### config.mk
export PLATFORM = sky130hd
export DESIGN_NAME = srh_host
export DESIGN_NICKNAME = d
export VERILOG_FILES = /design/src/srh_pkg.sv /design/src/srh_host.sv
export SDC_FILE = /design/constraint.sdc
export NUM_CORES = 1
export LEC_CHECK = 0
export BUFFER_PORTS_ARGS = -buffer_cell sky130_fd_sc_hd__buf_2
export CAP_MARGIN = 5
export CORE_AREA = 2 2 67 69
export DETAILED_ROUTE_END_ITERATION = 10
export DIE_AREA = 0 0 69 71
export PLACE_DENSITY = 0.64
export SLEW_MARGIN = 20
export SYNTH_ARGS = -nofsm -noshare
export SYNTH_HDL_FRONTEND = slang
export SYNTH_SLANG_ARGS = --single-unit
### constraint.sdc
create_clock -name CLK -period 2.9 [get_ports CLK]
set_clock_uncertainty 0.15 [all_clocks]
set_input_delay 0.29 -clock CLK [delete_from_list [all_inputs] [get_ports CLK]]
set_output_delay 0.29 -clock CLK [all_outputs]
set_load 0.005 [all_outputs]
### src/srh_pkg.sv
// Constants and carrier types for the static memory host controller.
// Assumes a single 10 MHz clock; all memory timings are met by whole cycles.
// How it works
// - Host keeps write strobe high whenever the address changes.
// - Host sets the address before or with select falling.
// - Host keeps output drive high during writes, so no data-in contention.
// - Host holds select low at least 7 or 8 ns before write end.
// - Host holds address valid at least 7 or 8 ns before write end.
// - Host sets data-in 5 or 6 ns before write end, holds after.
// - Host makes each write interval last at least 7 or 8 ns.
// - Host allows at least 0 ns from address change to write start.
// - Host allows at least 0 ns from write end to next address change.
package srh_pkg;
	localparam int ADDR_W              = 22;
	localparam int CLK_PERIOD_NS       = 100;
	// Slow grade figures, which also cover the fast grade
	localparam int ADDRESS_TO_DATA_MAX_NS     = 12;
	localparam int DRIVE_TO_DATA_MAX_NS       = 6;
	localparam int DESELECT_FLOAT_MAX_NS      = 6;
	localparam int WRITE_PULSE_MIN_NS         = 8;
	localparam int DATA_BEFORE_WRITE_END_NS   = 6;
	localparam int ADDRESS_SETUP_MIN_NS       = 0;
	localparam int WRITE_RECOVERY_MIN_NS      = 0;
	// Least times round up, at least one cycle
	localparam int READ_WAIT_CYC  = (ADDRESS_TO_DATA_MAX_NS + CLK_PERIOD_NS - 1) / CLK_PERIOD_NS;
	localparam int WRITE_LOW_CYC  = (WRITE_PULSE_MIN_NS + CLK_PERIOD_NS - 1) / CLK_PERIOD_NS;
	localparam int FLOAT_WAIT_CYC = (DESELECT_FLOAT_MAX_NS + CLK_PERIOD_NS - 1) / CLK_PERIOD_NS;
	localparam logic [3:0] CNT_ZERO = 4'h0;

	typedef enum logic [2:0] {
		SRH_IDLE   = 3'b000,
		SRH_SETUP  = 3'b001,
		SRH_STROBE = 3'b011,
		SRH_WAIT   = 3'b010,
		SRH_DONE   = 3'b110
	} srh_state_e;

	typedef struct packed {
		logic              write;
		logic [ADDR_W-1:0] addr;
		logic              data;
	} srh_req_s;
endpackage : srh_pkg

### src/srh_host.sv
// Host controller for a clockless one-bit-wide static memory.
// Assumes the memory pins are wired straight across; data-out is sampled synchronously.
`timescale 1ns/1ns
module srh_host #(
	parameter int READ_CYC  = srh_pkg::READ_WAIT_CYC,
	parameter int WRITE_CYC = srh_pkg::WRITE_LOW_CYC,
	parameter int FLOAT_CYC = srh_pkg::FLOAT_WAIT_CYC
) (
	input  wire logic                      CLK,
	input  wire logic                      RSTN,
	input  wire logic                      REQ_VALID,
	input  wire srh_pkg::srh_req_s         REQ,
	output logic                           REQ_READY,
	output logic                           RD_VALID,
	output logic                           RD_DATA,
	output logic [srh_pkg::ADDR_W-1:0]     MEM_ADDR,
	output logic                           MEM_SEL_N,
	output logic                           MEM_DRIVE_N,
	output logic                           MEM_WSTB_N,
	output logic                           MEM_DIN,
	input  wire logic                      MEM_DOUT
);
	import srh_pkg::*;

	srh_state_e             state_ff;
	srh_state_e             nxt_state;
	logic                   wr_ff;
	logic [3:0]             cnt_ff;
	logic [ADDR_W-1:0]      addr_ff;
	logic                   din_ff;
	logic                   sel_n_ff;
	logic                   drv_n_ff;
	logic                   wstb_n_ff;
	logic                   rdv_ff;
	logic                   rdd_ff;

	// Sequencer: setup cycle, strobe cycles, float cycles, done
	always_comb begin
		nxt_state = state_ff;
		case (state_ff)
			SRH_IDLE:   if (REQ_VALID) nxt_state = SRH_SETUP;
			SRH_SETUP:  nxt_state = SRH_STROBE;
			SRH_STROBE: if (cnt_ff == CNT_ZERO) nxt_state = SRH_WAIT;
			SRH_WAIT:   if (cnt_ff == CNT_ZERO) nxt_state = SRH_DONE;
			SRH_DONE:   nxt_state = SRH_IDLE;
			default:    nxt_state = SRH_IDLE;
		endcase
	end

	always_ff @(posedge CLK or negedge RSTN) begin
		if (!RSTN) begin
			state_ff <= SRH_IDLE;
		end else begin
			state_ff <= nxt_state;
		end
	end

	// Cycle counter for strobe width and output float
	always_ff @(posedge CLK or negedge RSTN) begin
		if (!RSTN) begin
			cnt_ff <= CNT_ZERO;
		end else if (state_ff == SRH_SETUP) begin
			cnt_ff <= wr_ff ? 4'(WRITE_CYC - 1) : 4'(READ_CYC - 1);
		end else if (state_ff == SRH_STROBE && cnt_ff == CNT_ZERO) begin
			cnt_ff <= 4'(FLOAT_CYC - 1);
		end else if (cnt_ff != CNT_ZERO) begin
			cnt_ff <= cnt_ff - 4'h1;
		end
	end

	// Address and data latch only in idle, while all strobes are high
	always_ff @(posedge CLK or negedge RSTN) begin
		if (!RSTN) begin
			addr_ff <= '0;
			din_ff  <= 1'b0;
			wr_ff   <= 1'b0;
		end else if (state_ff == SRH_IDLE && REQ_VALID) begin
			addr_ff <= REQ.addr;
			din_ff  <= REQ.data;
			wr_ff   <= REQ.write;
		end
	end

	// Select and strobes; write strobe falls after select and rises with it on the same edge
	always_ff @(posedge CLK or negedge RSTN) begin
		if (!RSTN) begin
			sel_n_ff  <= 1'b1;
			drv_n_ff  <= 1'b1;
			wstb_n_ff <= 1'b1;
		end else begin
			sel_n_ff  <= !(nxt_state == SRH_SETUP || nxt_state == SRH_STROBE);
			drv_n_ff  <= !(nxt_state == SRH_STROBE && !wr_ff);
			wstb_n_ff <= !(nxt_state == SRH_STROBE && wr_ff);
		end
	end

	// Read data sampled at the last strobe cycle, before select rises
	always_ff @(posedge CLK or negedge RSTN) begin
		if (!RSTN) begin
			rdv_ff <= 1'b0;
			rdd_ff <= 1'b0;
		end else begin
			rdv_ff <= 1'b0;
			if (state_ff == SRH_STROBE && cnt_ff == CNT_ZERO && !wr_ff) begin
				rdv_ff <= 1'b1;
				rdd_ff <= MEM_DOUT;
			end
		end
	end

	// Ready only in idle
	logic rdy_ff;
	always_ff @(posedge CLK or negedge RSTN) begin
		if (!RSTN) begin
			rdy_ff <= 1'b0;
		end else begin
			rdy_ff <= (nxt_state == SRH_IDLE) && !(state_ff == SRH_IDLE && REQ_VALID);
		end
	end

	assign REQ_READY   = rdy_ff;
	assign RD_VALID    = rdv_ff;
	assign RD_DATA     = rdd_ff;
	assign MEM_ADDR    = addr_ff;
	assign MEM_DIN     = din_ff;
	assign MEM_SEL_N   = sel_n_ff;
	assign MEM_DRIVE_N = drv_n_ff;
	assign MEM_WSTB_N  = wstb_n_ff;
endmodule : srh_host

==> results.json <==
{
  "status": "finished, final reports clean",
  "rsz0062_at_grt": "false",
  "fin_crit_sh_pct": 63.60,
  "ios": 57,
  "cts_tree": "built",
  "htree_levels": 2,
  "drv_slew": 0,
  "drt-initial-drc-count": 61,
  "synth_cells": 95,
  "clockRootBuffer": "clkbuf_8",
  "rr_startpoint": "cnt_ff[0]$_DFFE_PN0P_",
  "diodes": 0,
  "layout_setup_ws_ns": 1.056,
  "fp.dieArea_sq_um": 4899,
  "p_total_mw": 1.894,
  "path_buf_inv": 1,
  "leakage_nw": 0.8948,
  "period_needed_ns": 1.844,
  "wirelength_um": 2730,
  "grt_max_degree": 38,
  "clock_sinks": 37,
  "cp_max_fo": 5,
  "drc": 0,
  "slew_headroom_pct": 46.70,
  "synthDistinctLibCells": 22,
  "dp_slack_ns": 1.050,
  "drive_above_1_share_pct": 59.75,
  "vias": 967,
  "crit_start": "cnt_ff[0]$_DFFE_PN0P_",
  "required_ns": 2.92,
  "tightest_slew_ns": 0.7995,
  "cap_violations": 0,
  "path_delay_family": "simple AND/OR/NAND/NOR gates",
  "viasPerCell": 4.583,
  "syn_area_sq_um": 1430,
  "finalHoldViolCount": 0,
  "cts_buffers": 5,
  "fin_tns_setup_ns": 0,
  "cts-resized-gates": 0,
  "power_density_nw_per_um2": 1008,
  "grt.total_usage_pct": 12.75,
  "core.rowCount": 24,
  "hp-start": "REQ[5]",
  "setup_viol": 0,
  "first_pass_iters": 2,
  "io_buffer_count": 56,
  "hpwlAfterDp_um": 2049,
  "dominantRegCellSynth": "dfrtp_1",
  "crit_chain": "inv_1, ha_1, nand4bb_1, nor3_1, mux2_2",
  "grt_pass1_wl_um": 4836,
  "avgSynthCellArea_sq_um": 15.05,
  "die_w_um": 69,
  "gr-total-overflow": 0,
  "gp_congestion": 0.6980,
  "cts_max_path_buffers": 2,
  "detail_route.wl_per_cell_um": 12.94,
  "crit_slowest_cell": "dfrtp_1",
  "arrival_ns": 1.86,
  "crit_type": "flop to flop",
  "largest_reg_flops": 22,
  "cpPeakStageDelay_ns": 0.41,
  "synthesis.nets": 124,
  "worstSetupEndpointType": "flop",
  "hold_path.class": "input port to flop",
  "cts.clk_slew.worst_paths_ns": 0.07,
  "ys_warn_count": 0,
  "ys_seq_area_share_pct": 65.00,
  "area_growth_pct": 31.32,
  "ys_async_sr_fraction_pct": 100.0,
  "die_h_um": 71,
  "cts_setup_buffers": 0,
  "synth_edf_count": 0,
  "final_cells": 211,
  "coreArea_sq_um": 4204,
  "startpoint_type": "flop",
  "synth-seq-cells": 37,
  "dp_cells": 202,
  "num-nets-final": 187,
  "peakVddDrop_uv": 388.1,
  "fmax_ghz": 0.5422,
  "insertion_delay_ns": 0.28,
  "grt_antenna_before_repair": 0,
  "start_util_pct": 34.02,
  "whs_ns": 0.08372,
  "postRouteAntennaNets": 0,
  "grt_pass1_vias": 1047
}
[routing by layer]
metal,track usage (%),vias to the layer above,share of wire (%)
li1,-,454,-
met1,13.04,479,37
met2,22.76,30,55
met3,4.558,4,5.9
met4,6.972,0,2.2
met5,0,-,0
[Yosys cell counts, types with 2 or more instances]
master    instances  area, sq um
nor2_1            7        26.28
o21ai_0           2        10.01
dfstp_2           3        78.83
buf_6             2        22.52
nor3_1            3        15.01
nand3_1           2        10.01
dfrtp_1          34        850.8
a21oi_1           2        10.01
inv_1             2        7.510
nand2b_1          2        12.51
mux2_2           25        281.5
[where the power goes]
group | internal [mW] | leakage (nW) | switching, mW | total, mW
Combinational | 0.360 | 0.393 | 0.240 | 0.600
Sequential | 0.747 | 0.446 | 0.122 | 0.868
Clock | 0.255 | 0.0552 | 0.170 | 0.425
[placed cells by master (no fill, tap or decap), drive strengths merged]
master,synthesis,final
clkbuf,0,6
nor2b,1,1
inv,2,2
nand3b,1,1
nor3,3,3
nand3,2,2
dlygate4sd3,0,1
ha,1,1
nor3b,2,2
nand4b,1,1
nand4bb,1,1
mux2i,1,1
or3b,1,1
or2,1,1
mux2,25,25
dfstp,3,3
nand2b,2,2
dfrtp,34,34
nor2,7,7
bufinv,0,1
buf,2,57
clkinv,0,1
a21oi,2,2
o21ai,2,2
o21bai,1,1
[layout make-up]
type / count / area [sq um]
Fill cell: 410 / 2326
Clock buffer: 6 / 72.57
Timing Repair Buffer: 58 / 297.8
Inverter: 2 / 7.507
Clock inverter: 2 / 35.03
Sequential cell: 37 / 929.6
Multi-Input combinational cell: 54 / 470.5
Tap cell: 52 / 65.06
[final timing paths]
| check | endpoint | slack [ns] | cells past startpoint |
|---|---|---|---|
| max | RD_DATA$_DFFE_PN0P_ | 1.06 | 5 |
| max in group asynchronous | MEM_ADDR[12]$_DFFE_PN0P_ | 1.62 | 2 |
| max reg2reg | RD_DATA$_DFFE_PN0P_ | 1.06 | 5 |
| min reg2reg | MEM_WSTB_N$_DFF_PN1_ | 0.34 | 1 |
| min in group asynchronous | RD_DATA$_DFFE_PN0P_ | 0.49 | 2 |
| min | MEM_ADDR[4]$_DFFE_PN0P_ | 0.08 | 2 |
[repair_timing]
action                                 CTS  global route
endpoints found under the hold margin   34             0
hold buffers                             1             0
setup endpoints to repair                0             0
[through the flow]
stage,util [%],area (sq um)
after CTS,44.67,1878
after global placement,41.88,1760
final,44.67,1878
after detailed placement,41.88,1760
after global routing,44.67,1878
after floorplan,-,1430
[kinds of logic (layout without fill, tap and decap cells)]
| logic type | count (synthesis) | count (layout) | share of synthesized area (%) |
|---|---|---|---|
| simple gates | 22 | 22 | 9.712 |
| mux | 26 | 26 | 20.38 |
| buf+inv | 4 | 68 | 2.100 |
| fa+ha+maj | 1 | 1 | 0.8748 |
| flops | 37 | 37 | 65.00 |
| compound gates | 5 | 5 | 1.925 |
No activity file was read; power rests on OpenSTA's default activity.
